<file path="src/logic/ibcc_params.svh">
`ifndef IBCC_PARAMS_SVH
`define IBCC_PARAMS_SVH

// ****************************************************************
// bus timing
// ****************************************************************
`define IBCC_CLOCK_NS       40
`define IBCC_CMD_MIN_NS     120
`define IBCC_CMD_CYCLES     ((`IBCC_CMD_MIN_NS + `IBCC_CLOCK_NS - 1) / `IBCC_CLOCK_NS)
`define IBCC_RESET_MIN_NS   100000
`define IBCC_RESET_CYCLES   ((`IBCC_RESET_MIN_NS + `IBCC_CLOCK_NS - 1) / `IBCC_CLOCK_NS)

// ****************************************************************
// address and lane layout
// ****************************************************************
`define IBCC_ADDR_WIDTH     12
`define IBCC_DATA_WIDTH     16
`define IBCC_KBD_FIRST      10'h060
`define IBCC_KBD_LAST       10'h06E

`endif

</file>
<file path="src/logic/ibcc_pkg.sv">
package ibcc_pkg;

    // bus cycle sequencer states
    typedef enum logic [1:0] {
        ibcc_idle,
        ibcc_addr,
        ibcc_cmd,
        ibcc_end
    } ibcc_state_type;

endpackage : ibcc_pkg

</file>
<file path="src/logic/ibcc_reset_gen.sv">
`timescale 1ns/1ns
`default_nettype none
`include "ibcc_params.svh"

module ibcc_reset_gen #(
    parameter int RESET_CYCLES = `IBCC_RESET_CYCLES
) (
    input  wire logic clock,
    input  wire logic reset,
    input  wire logic pll_locked,
    output var  logic bus_reset_out
);

    // ****************************************************************
    // bus reset pulse: held until clocks settle, then a least width
    // ****************************************************************
    logic [31:0] width_count;

    always_ff @(posedge clock) begin
        if (reset) begin
            width_count   <= 32'h0000_0000;
            bus_reset_out <= 1'b1;
        end else if (!pll_locked) begin
            width_count   <= 32'h0000_0000;  // RL11
            bus_reset_out <= 1'b1;
        end else if (width_count < 32'(RESET_CYCLES - 1)) begin
            width_count   <= width_count + 32'h0000_0001;
        end else begin
            bus_reset_out <= 1'b0;           // RL11
        end
    end

endmodule : ibcc_reset_gen
`default_nettype wire

</file>
<file path="src/logic/ibcc_kbd_decode.sv">
`timescale 1ns/1ns
`default_nettype none
`include "ibcc_params.svh"

module ibcc_kbd_decode (
    input  wire logic        clock,
    input  wire logic        reset,
    input  wire logic        io_cycle,
    input  wire logic [9:0]  io_addr,
    output var  logic        kbd_ctrl_select_n
);

    // ****************************************************************
    // keyboard controller select: even ports in the 060h..06Eh block
    // ****************************************************************
    always_ff @(posedge clock) begin
        if (reset) begin
            kbd_ctrl_select_n <= 1'b1;
        end else begin
            kbd_ctrl_select_n <= !(io_cycle && !io_addr[0]
                                   && io_addr >= `IBCC_KBD_FIRST
                                   && io_addr <= `IBCC_KBD_LAST);  // RL15
        end
    end

endmodule : ibcc_kbd_decode
`default_nettype wire

</file>
<file path="src/logic/ibcc_bus_cycle_control.sv">
`timescale 1ns/1ns
`default_nettype none
`include "ibcc_params.svh"

// How it works
// RL1 - low lane driven out raises low direction
// RL2 - high lane driven out raises high direction
// RL3 - wait states while channel ready is low
// RL4 - io size16 low makes a 16-bit access
// RL5 - no size16 means 8-bit, low lane only
// RL6 - io and memory size16 are ORed internally
// RL7 - io read strobe low during io reads
// RL8 - io write strobe low during io writes
// RL9 - memory read strobe low during memory reads
// RL10 - memory write strobe low during memory writes
// RL11 - bus reset out resets cards, width adjustable
// RL12 - latched low address drives sys addr low
// RL13 - high byte enable low for upper-lane bytes
// RL14 - last-transfer flag on zero count, else test
// RL15 - keyboard select for even 060h..06Eh ports
// RL16 - strobe ends after ready seen; outputs steady
module ibcc_bus_cycle_control
    import ibcc_pkg::*;
#(
    parameter int ADDR_WIDTH   = `IBCC_ADDR_WIDTH,
    parameter int CMD_CYCLES   = `IBCC_CMD_CYCLES,
    parameter int RESET_CYCLES = `IBCC_RESET_CYCLES
) (
    input  wire logic                  clock,
    input  wire logic                  reset,
    input  wire logic                  pll_locked,
    input  wire logic                  req_valid,
    input  wire logic                  req_write,
    input  wire logic                  req_memory,
    input  wire logic                  req_word,
    input  wire logic [ADDR_WIDTH-1:0] req_addr,
    input  wire logic [15:0]           req_wdata,
    output var  logic                  req_ready,
    output var  logic                  rsp_done,
    output var  logic [15:0]           rsp_rdata,
    input  wire logic                  dma_active,
    input  wire logic                  dma_count_zero,
    input  wire logic                  test_port_enable,
    output var  logic                  dma_last_transfer,
    output var  logic                  dma_last_transfer_oe,
    input  wire logic                  channel_ready,
    input  wire logic                  io_size16_n,
    input  wire logic                  mem_size16_n,
    output var  logic                  io_read_strobe_n,
    output var  logic                  io_write_strobe_n,
    output var  logic                  mem_read_strobe_n,
    output var  logic                  mem_write_strobe_n,
    output var  logic [ADDR_WIDTH-1:0] sys_addr_low,
    output var  logic                  high_byte_enable_n,
    output var  logic                  low_byte_out_dir,
    output var  logic                  high_byte_out_dir,
    input  wire logic [15:0]           data_in,
    output var  logic [15:0]           data_out,
    output var  logic                  data_oe_low,
    output var  logic                  data_oe_high,
    output var  logic                  bus_reset_out,
    output var  logic                  kbd_ctrl_select_n
);

    // ****************************************************************
    // lane helpers
    // ****************************************************************

    // high lane carries data on a wide target for odd bytes or words
    function automatic logic lane_high(input logic wide, input logic odd,
                                       input logic word);
        lane_high = wide && (odd || word);
    endfunction : lane_high

    // low lane carries data for even accesses and every narrow access
    function automatic logic lane_low(input logic wide, input logic odd);
        lane_low = !wide || !odd;
    endfunction : lane_low

    // ****************************************************************
    // cycle state
    // ****************************************************************
    ibcc_state_type           state;
    ibcc_state_type           next_state;
    logic [7:0]               cmd_count;
    logic                     cyc_write;
    logic                     cyc_memory;
    logic                     cyc_word;
    logic                     cyc_second;
    logic                     cyc_wide;
    logic [ADDR_WIDTH-1:0]    cyc_addr;
    logic [15:0]              cyc_wdata;
    logic                     next_wide;
    logic                     need_second;
    logic                     ready_seen;

    // size indications from io and memory targets are merged
    assign next_wide   = !io_size16_n || !mem_size16_n;          // RL6 RL4 RL5
    assign need_second = cyc_word && !cyc_wide && !cyc_second;   // RL5
    assign ready_seen  = (cmd_count == 8'h00) && channel_ready;  // RL3

    // next state of the sequencer
    always_comb begin
        next_state = state;
        unique case (state)
            ibcc_idle: begin
                if (req_valid && req_ready) begin
                    next_state = ibcc_addr;
                end
            end
            ibcc_addr: begin
                next_state = ibcc_cmd;
            end
            ibcc_cmd: begin
                if (ready_seen) begin
                    next_state = ibcc_end;   // RL16
                end
            end
            ibcc_end: begin
                next_state = need_second ? ibcc_addr : ibcc_idle;
            end
        endcase
    end

    // state register
    always_ff @(posedge clock) begin
        if (reset) begin
            state <= ibcc_idle;
        end else begin
            state <= next_state;
        end
    end

    // command length counter; wait states extend past it
    always_ff @(posedge clock) begin
        if (reset) begin
            cmd_count <= 8'h00;
        end else if (state == ibcc_addr) begin
            cmd_count <= 8'(CMD_CYCLES - 1);
        end else if (state == ibcc_cmd && cmd_count != 8'h00) begin
            cmd_count <= cmd_count - 8'h01;
        end
    end

    // ****************************************************************
    // request capture and address
    // ****************************************************************

    // request fields held for the whole cycle
    always_ff @(posedge clock) begin
        if (reset) begin
            cyc_write  <= 1'b0;
            cyc_memory <= 1'b0;
            cyc_word   <= 1'b0;
            cyc_second <= 1'b0;
            cyc_addr   <= '0;
            cyc_wdata  <= 16'h0000;
        end else if (state == ibcc_idle && next_state == ibcc_addr) begin
            cyc_write  <= req_write;
            cyc_memory <= req_memory;
            cyc_word   <= req_word;
            cyc_second <= 1'b0;
            cyc_addr   <= req_word ? {req_addr[ADDR_WIDTH-1:1], 1'b0} : req_addr;
            cyc_wdata  <= req_wdata;
        end else if (state == ibcc_end && need_second) begin
            cyc_second <= 1'b1;
            cyc_addr   <= {cyc_addr[ADDR_WIDTH-1:1], 1'b1};  // RL5
        end
    end

    // address and byte enable change only when a cycle or its second byte cycle is opened
    always_ff @(posedge clock) begin
        if (reset) begin
            sys_addr_low       <= '0;
            high_byte_enable_n <= 1'b1;
        end else if (state == ibcc_idle && next_state == ibcc_addr) begin
            sys_addr_low       <= req_word ? {req_addr[ADDR_WIDTH-1:1], 1'b0}
                                           : req_addr;                 // RL12 RL16
            high_byte_enable_n <= !(req_word || req_addr[0]);          // RL13
        end else if (state == ibcc_end && need_second) begin
            sys_addr_low       <= {cyc_addr[ADDR_WIDTH-1:1], 1'b1};    // RL12
            high_byte_enable_n <= 1'b0;                                // RL13
        end
    end

    // latched size of the target, sampled once the address has settled
    always_ff @(posedge clock) begin
        if (reset) begin
            cyc_wide <= 1'b0;
        end else if (state == ibcc_addr) begin
            cyc_wide <= next_wide;    // RL4 RL5 RL6
        end
    end

    // ****************************************************************
    // command strobes
    // ****************************************************************

    // one strobe per cycle, asserted through all wait states
    always_ff @(posedge clock) begin
        if (reset) begin
            io_read_strobe_n   <= 1'b1;
            io_write_strobe_n  <= 1'b1;
            mem_read_strobe_n  <= 1'b1;
            mem_write_strobe_n <= 1'b1;
        end else if (state == ibcc_addr) begin
            io_read_strobe_n   <= !(!cyc_memory && !cyc_write);  // RL7
            io_write_strobe_n  <= !(!cyc_memory && cyc_write);   // RL8
            mem_read_strobe_n  <= !(cyc_memory && !cyc_write);   // RL9
            mem_write_strobe_n <= !(cyc_memory && cyc_write);    // RL10
        end else if (state == ibcc_cmd && ready_seen) begin
            io_read_strobe_n   <= 1'b1;   // RL16
            io_write_strobe_n  <= 1'b1;
            mem_read_strobe_n  <= 1'b1;
            mem_write_strobe_n <= 1'b1;
        end
    end

    // ****************************************************************
    // data lanes and buffer direction
    // ****************************************************************

    // write data steered; odd bytes copied to the low lane
    always_ff @(posedge clock) begin
        if (reset) begin
            data_out <= 16'h0000;
        end else if (state == ibcc_addr) begin
            data_out <= {cyc_wdata[15:8],
                         cyc_addr[0] ? cyc_wdata[15:8] : cyc_wdata[7:0]};
        end
    end

    // drivers and transceiver directions follow the lanes in use
    always_ff @(posedge clock) begin
        if (reset) begin
            data_oe_low       <= 1'b0;
            data_oe_high      <= 1'b0;
            low_byte_out_dir  <= 1'b0;
            high_byte_out_dir <= 1'b0;
        end else if (state == ibcc_addr) begin
            data_oe_low       <= cyc_write && lane_low(next_wide, cyc_addr[0]);
            data_oe_high      <= cyc_write
                                 && lane_high(next_wide, cyc_addr[0], cyc_word);
            low_byte_out_dir  <= cyc_write && lane_low(next_wide, cyc_addr[0]);  // RL1
            high_byte_out_dir <= cyc_write
                                 && lane_high(next_wide, cyc_addr[0], cyc_word); // RL2
        end else if (state == ibcc_cmd && ready_seen) begin
            data_oe_low       <= 1'b0;
            data_oe_high      <= 1'b0;
            low_byte_out_dir  <= 1'b0;   // RL1
            high_byte_out_dir <= 1'b0;   // RL2
        end
    end

    // read data taken as the strobe ends; narrow bytes come on low lane
    always_ff @(posedge clock) begin
        if (reset) begin
            rsp_rdata <= 16'h0000;
        end else if (state == ibcc_cmd && ready_seen && !cyc_write) begin
            if (cyc_wide) begin
                if (lane_low(1'b1, cyc_addr[0])) begin
                    rsp_rdata[7:0] <= data_in[7:0];
                end
                if (lane_high(1'b1, cyc_addr[0], cyc_word)) begin
                    rsp_rdata[15:8] <= data_in[15:8];
                end
            end else if (cyc_addr[0]) begin
                rsp_rdata[15:8] <= data_in[7:0];   // RL5
            end else begin
                rsp_rdata[7:0] <= data_in[7:0];    // RL5
            end
        end
    end

    // ****************************************************************
    // request handshake
    // ****************************************************************

    // ready only when idle and the bus is out of reset; done one pulse
    always_ff @(posedge clock) begin
        if (reset) begin
            req_ready <= 1'b0;
            rsp_done  <= 1'b0;
        end else begin
            req_ready <= (next_state == ibcc_idle) && !bus_reset_out && pll_locked;
            rsp_done  <= (state == ibcc_end) && !need_second;
        end
    end

    // ****************************************************************
    // dma last transfer and test pin sharing
    // ****************************************************************
    always_ff @(posedge clock) begin
        if (reset) begin
            dma_last_transfer    <= 1'b0;
            dma_last_transfer_oe <= 1'b1;
        end else begin
            dma_last_transfer    <= !test_port_enable && dma_active
                                    && dma_count_zero;       // RL14
            dma_last_transfer_oe <= !test_port_enable;       // RL14
        end
    end

    // ****************************************************************
    // bus reset and keyboard select
    // ****************************************************************
    ibcc_reset_gen #(
        .RESET_CYCLES (RESET_CYCLES)
    ) u_reset_gen (
        .clock         (clock),
        .reset         (reset),
        .pll_locked    (pll_locked),
        .bus_reset_out (bus_reset_out)
    );

    ibcc_kbd_decode u_kbd_decode (
        .clock             (clock),
        .reset             (reset),
        .io_cycle          (!cyc_memory && (state == ibcc_cmd)),
        .io_addr           (cyc_addr[9:0]),
        .kbd_ctrl_select_n (kbd_ctrl_select_n)
    );

endmodule : ibcc_bus_cycle_control
`default_nettype wire

</file>
<file path="config.mk">
export PLATFORM = sky130hd
export DESIGN_NAME = ibcc_bus_cycle_control
export DESIGN_NICKNAME = d
export VERILOG_FILES = /design/src/logic/ibcc_pkg.sv /design/src/logic/ibcc_reset_gen.sv /design/src/logic/ibcc_kbd_decode.sv /design/src/logic/ibcc_bus_cycle_control.sv
export VERILOG_INCLUDE_DIRS = /design/src /design/src/logic
export SDC_FILE = /design/constraint.sdc
export NUM_CORES = 1
export LEC_CHECK = 0
export ABC_CLOCK_PERIOD_IN_PS = 1800
export CAP_MARGIN = 5
export CORE_ASPECT_RATIO = 1.25
export CORE_MARGIN = 2
export CORE_UTILIZATION = 50
export DETAILED_ROUTE_END_ITERATION = 16
export DONT_BUFFER_PORTS = 1
export PLACE_DENSITY_LB_ADDON = 0.12
export SYNTH_ARGS = -nofsm -noshare
export SYNTH_HDL_FRONTEND = slang
export SYNTH_SLANG_ARGS = --single-unit
</file>
<file path="constraint.sdc">
create_clock -name clock -period 1.8 [get_ports clock]
set_input_delay 0 -clock clock [delete_from_list [all_inputs] [get_ports clock]]
set_output_delay 0 -clock clock [all_outputs]
set_load 0.1 [all_outputs]
</file>
==> results.json, run 1 <==
{
  "nFillCells": 807,
  "fp.dieW_um": 96.2,
  "gp_congestion": 0.816,
  "port_buffers": 0,
  "synth_edf_count": 0,
  "nNetsFinal": 741,
  "grt_pass1_vias": 4306,
  "synth_top_area_share_pct": 49.4,
  "outcome": "complete, but fails checks",
  "setup_violations": 19,
  "cp-startpoint": "cmd_count[0]",
  "fmax_mhz": 531,
  "overflow": 0,
  "timing.hold.ws_ps": -327,
  "dr.pass1.iters": 4,
  "post-dp-hpwl_um": 8270,
  "wire_per_inst_um": 15.3,
  "power.density_nw_per_um2": 1540,
  "drt-total-wl_um": 12600,
  "hold_violations": 76,
  "diodes": 0,
  "arrival_ps": 2220,
  "start_util_pct": 50.8,
  "syn_avg_cell_area_um2": 9.22,
  "drv_cap": 0,
  "drt-vias-per-instance": 5.36,
  "cts_buffer_depth": 2,
  "cp_cell_sequence": "inv_2 > ha_4 > buf_4 > or3b_4 > buf_6 > o21ai_2 > buf_4 > or4_4 > a21oi_2",
  "synth_compound_area_share_pct": 11.4,
  "core_um2": 10500,
  "drc_errors": 0,
  "cts-buffers-inserted": 17,
  "synthesis.area_um2": 5310,
  "final_max_slew_viol_count": 0,
  "hp-class": "in2reg",
  "die_area_um2": 11500,
  "cts_max_level": 4,
  "holdCritStartpoint": "reset",
  "final_antenna_net_count": 0,
  "yosys.area.top_type": "dfxtp_1",
  "violations": "hold timing, setup timing",
  "ys.flop_type": "dfxtp_1",
  "cts.clk_slew.worst_paths_ps": 60,
  "synth-simple-area-share_pct": 21.9,
  "cp_max_fo": 4,
  "yosysWarnings": 0,
  "cts_sinks": 131,
  "synthToLayoutAreaGrowth_pct": 34.8,
  "vias": 4407,
  "synth_top_family_by_area": "simple AND/OR/NAND/NOR gates",
  "skew_ps": 6.59,
  "io_pins": 116,
  "synthXorXnorAreaFrac_pct": 0.824,
  "r2r-start": "cmd_count[0]",
  "synth_seq_cells": 131,
  "die_height_um": 119,
  "irDropWorstVdd_mv": 1.28,
  "syn-num-nets": 640,
  "clk-insertion-delay-late_ps": 410,
  "rsz0062_at_grt": "yes",
  "ys_types": 50,
  "grt_max_degree": 94,
  "worst_slack_ps": -81.9,
  "ys_top_cells_by_count": "131 x dfxtp_1, 82 x nand2_1, 53 x a21oi_1, 45 x nor2_1, 37 x clkbuf_1",
  "min_period_ps": 1880,
  "synth.area.top_cells": "dfxtp_1 49%, mux2i_1 6.8%, nand2_1 5.8%",
  "start_kind": "register",
  "slowest_delay_ps": 490,
  "cts_tree": "done",
  "crit_top_cell": "buf_4",
  "critPathCaptureType": "register",
  "grt_pass1_wl_um": 20100,
  "critical_path_required_ps": 2140,
  "max_slew.worst_pin.slew_ps": 551,
  "dp_slack_ps": -200,
  "path_class": "reg2reg",
  "drt_iter0_markers": 270,
  "drive_above_1_share_pct": 27.8,
  "relSlewSlack_pct": 63.5,
  "critPathSlowestCell": "or4_4",
  "p_leak_nw": 2.87,
  "async_reset_ff_share_pct": 0,
  "synth_most_common_cell": "dfxtp_1",
  "ys_seq_area_share_pct": 49.4,
  "finalCritPeriodShare_pct": 105,
  "root_buffer": "clkbuf_16",
  "antenna_found_initial": 0,
  "synth_fa_ha_area_share_pct": 1.65,
  "yosys-mux-area-fraction_pct": 10.8,
  "synthCells": 576,
  "grtUsageTotal_pct": 22.4,
  "num_rows": 42
}
## power by group
part           leakage [nW]  internal (W)  total (W)  switching (W)
combinational          1.49       0.00152    0.00398        0.00247
sequential             1.06       0.00325    0.00348       0.000225
clock                 0.312       0.00237    0.00358        0.00121
total                  2.87       0.00714     0.0110        0.00390
## registers in the layout, summed over array words and instances, names as in the netlist, 2 cells and up
name	cells
sys_addr_low	12
rsp_rdata	16
state	2
cmd_count	8
u_reset_gen.width_count	32
cyc_wdata	16
cyc_addr	11
data_out	16
## layout by cell type, fill, tap and decap left out, types with 18 or more instances in the layout
cell	netlist	routed
nand2_1	82	81
dlygate4sd3_1	0	26
dfxtp_1	131	123
nor2_1	45	45
and2_1	23	23
a21oi_1	53	49
mux2_2	19	19
clkbuf_16	0	18
buf_4	3	92
mux2i_1	36	36
## worst paths after layout
path	endpoint	slack (ps)	cells past startpoint
hold / removal	rsp_rdata[12]	-330	1
setup / recovery	cmd_count[5]	-80	9
hold reg to reg	cyc_addr[1]	450	2
setup reg to reg	cmd_count[5]	-80	9
## critical path: cells and delay by family (launching register included)
kind / cells / cell delay, ps
compound gates: 2 / 180
fa+ha+maj: 1 / 150
buf+inv: 4 / 420
flops: 1 / 330
simple gates: 2 / 720
## cell type report
| class | instances | area (um2) | area share (%) |
|---|---|---|---|
| repair buffers | 127 | 1100 | 15.3 |
| flip-flops and latches | 131 | 2640 | 36.8 |
| inverters | 7 | 26.3 | 0.367 |
| multi-input cells | 393 | 2600 | 36.3 |
| well taps | 132 | 165 | 2.31 |
| clock buffers | 25 | 547 | 7.64 |
| clock inverters | 7 | 90.1 | 1.26 |
## timing repair
action / 4_1_cts / 5_1_grt
pin swaps: 3 / 5
resized for setup: 3 / 26
endpoints found under the setup margin: 20 / 47
hold endpoints to repair: 103 / 84
buffers inserted: 0 / 5
hold buffers: 18 / 8
gates cloned: 0 / 0
## per-stage QoR
| step | cell area [um2] | utilization, % | power, W | std cells | setup TNS (ps) |
|---|---|---|---|---|---|
| after floorplan | 5360 | - | 0.00620 | 576 | -2390 |
| after global placement | 6120 | 58.5 | 0.00705 | 759 | -1170 |
| after detailed placement | 6120 | 58.5 | 0.00712 | 759 | -2080 |
| after CTS | 6950 | 66.4 | 0.0108 | 809 | -990 |
| after global routing | 7160 | 68.5 | 0.0115 | 822 | -2500 |
| final | 7160 | 68.5 | 0.0110 | 822 | -871 |
## kinds of logic (layout without fill, tap and decap cells)
family,count (synthesis),after routing
AO/OA/AOI/OAI,97,97
XOR/XNOR,5,5
adder cells (fa/ha/maj),7,7
buffers and inverters,52,166
flip-flops,131,131
multiplexers,55,55
AND/OR/NAND/NOR,229,229
## metal layers
metal / up-vias / part of all wire [%] / global-route usage (%)
li1: 2209 / - / -
met1: 2085 / 41 / 26.2
met2: 97 / 51 / 38.5
met3: 16 / 5.6 / 6.45
met4: 0 / 1.7 / 7.77
met5: - / 0 / 0
Power figures use the tool's default switching activity.
==> inputs of run 2 (changes only) <==
Settings changed: SETUP_SLACK_MARGIN from default to 0.3.
==> results.json, run 2 (same netlist as run 1, synthesis figures left out) <==
{
  "vias": 5040,
  "worst_slack_ps": -115,
  "grt_busiest_layer": "met2",
  "grt_max_degree": 94,
  "rsz0062_at_grt": "yes",
  "power.density_nw_per_um2": 1510,
  "cts_max_level": 4,
  "start_util_pct": 50.8,
  "holdCritStartpoint": "reset",
  "r2r-start": "cmd_count[0]",
  "p_leak_nw": 3.30,
  "cts_sinks": 131,
  "cts-buffers-inserted": 17,
  "slowest_delay_ps": 530,
  "die_height_um": 119,
  "dr.pass1.iters": 5,
  "critPathCaptureType": "register",
  "nNetsFinal": 755,
  "relSlewSlack_pct": 62.0,
  "critical-path-top-delay-family": "simple AND/OR/NAND/NOR gates",
  "drt-total-wl_um": 18800,
  "grt_pass1_wl_um": 24400,
  "io_pins": 116,
  "core_um2": 10500,
  "grt_util_met1_pct": 32.6,
  "final_max_slew_viol_count": 0,
  "start_kind": "register",
  "cts_buffer_depth": 2,
  "num_rows": 42,
  "path_class": "reg2reg",
  "hp-class": "in2reg",
  "hold_buffers": 8,
  "drt_iter0_markers": 282,
  "cp_max_fo": 8,
  "grtUsageTotal_pct": 27.7,
  "tns_ps": -1290,
  "irDropWorstVdd_mv": 0.913,
  "die_area_um2": 11500,
  "met3_usage_pct": 6.77,
  "skew_ps": 9.80,
  "port_buffers": 0,
  "timing.rr.end": "rsp_rdata[5]",
  "hold_violations": 94,
  "critical_path_required_ps": 2110,
  "reg2reg_slack_ps": -110,
  "wire_per_inst_um": 22.5,
  "clk-insertion-delay-late_ps": 420,
  "finalCritPeriodShare_pct": 106,
  "drc_errors": 0,
  "min_period_ps": 1910,
  "dp_cells": 750,
  "cts.clk_slew.worst_paths_ps": 60,
  "max_slew.worst_pin.slew_ps": 569,
  "final_antenna_net_count": 0,
  "setup_violations": 18,
  "root_buffer": "clkbuf_16",
  "fmax_mhz": 522,
  "synthToLayoutAreaGrowth_pct": 62.2,
  "drt-vias-per-instance": 6.02,
  "grt_pass1_vias": 4752,
  "antenna_found_initial": 1,
  "final_cells": 837,
  "arrival_ps": 2220,
  "cp_cell_sequence": "inv_2 > ha_4 > or4b_4 > or4_4 > mux2i_1 > nor2_1",
  "fp.dieW_um": 96.2,
  "timing.hold.ws_ps": -361,
  "hold_depth": 1,
  "min_to": "data_oe_low",
  "overflow": 0,
  "outcome": "complete, but fails checks",
  "post-dp-hpwl_um": 8410,
  "regMostFlops": "u_reset_gen.width_count",
  "critPathSlowestCell": "or4_4",
  "crit_buf_inv": 1,
  "violations": "hold timing, setup timing",
  "drv_cap": 0,
  "gp_congestion": 0.846,
  "cts_tree": "done",
  "use_met2_pct": 47.3,
  "reg2regPathDepth": 6,
  "drive_above_1_share_pct": 53.5,
  "final_common_cell": "dfxtp_1",
  "largest_reg_flops": 32,
  "final_cell_mix": "111 x dfxtp_1, 82 x buf_4, 46 x a21oi_2, 46 x nand2_4, 44 x nor2_1"
}
run 2: changes by cell type in the layout (fill, tap and decap cells not counted), moves of 11 or more:
cell	delta
dfxtp_2	+11
a21oi_2	+42
dlygate4sd3_1	-18
dfxtp_1	-12
a21oi_1	-43
nand2_4	+46
buf_6	+21
nand2_1	-56
run 2: power breakdown:
group | internal [W] | total [W] | leakage, nW | switching, W
sequential | 0.00326 | 0.00357 | 1.07 | 0.000314
clock | 0.00211 | 0.00340 | 0.292 | 0.00130
combinational | 0.00251 | 0.00605 | 1.94 | 0.00354
total | 0.00788 | 0.0130 | 3.30 | 0.00514
run 2: how the worst max path moves through the flow:
| stage | startpoint | end | slack [ps] | cells after the start |
|---|---|---|---|---|
| 2_1_floorplan | cmd_count[0] | rsp_rdata[2] | -150 | 7 |
| 3_3_place_gp | cmd_count[1] | rsp_rdata[2] | -130 | 6 |
| 3_5_place_dp | cmd_count[1] | rsp_rdata[0] | -210 | 6 |
| 4_1_cts | cmd_count[0] | rsp_rdata[0] | -90 | 6 |
| 5_1_grt | cmd_count[0] | rsp_rdata[5] | -190 | 6 |
| 6_report | cmd_count[0] | rsp_rdata[5] | -110 | 6 |
run 2: metal layers:
metal	vias to the layer above	routed length (um)
met1	2459	7030
met2	264	9820
met5	-	0
li1	2255	-
met3	62	1300
met4	0	658
run 2: repair_timing:
item,CTS,global route
buffers inserted,21,14
gates cloned,8,3
gates resized for setup,208,85
pin swaps,79,78
setup endpoints to repair,82,103
hold endpoints to repair,103,94
run 2: layout make-up:
type / instances / area (um2)
flip-flops and latches: 131 / 2660
fillers: 507 / 1840
clock buffers: 22 / 505
multi-input cells: 394 / 3680
diodes: 2 / 5.00
well taps: 132 / 165
repair buffers: 140 / 1500
inverters: 7 / 31.3
clock inverters: 9 / 76.3
run 2: through the flow:
stage | power, W | hold slack [ps] | cell area, um2 | util [%] | setup WS (ps)
after floorplan | 0.00644 | 73.7 | 5560 | - | -154
after global placement | 0.00712 | 70.3 | 6170 | 59.0 | -132
after detailed placement | 0.00720 | 74.1 | 6170 | 59.0 | -211
after CTS | 0.0121 | -358 | 8050 | 77.0 | -85.3
after global routing | 0.0134 | -368 | 8610 | 82.4 | -185
final | 0.0130 | -361 | 8620 | 82.4 | -115
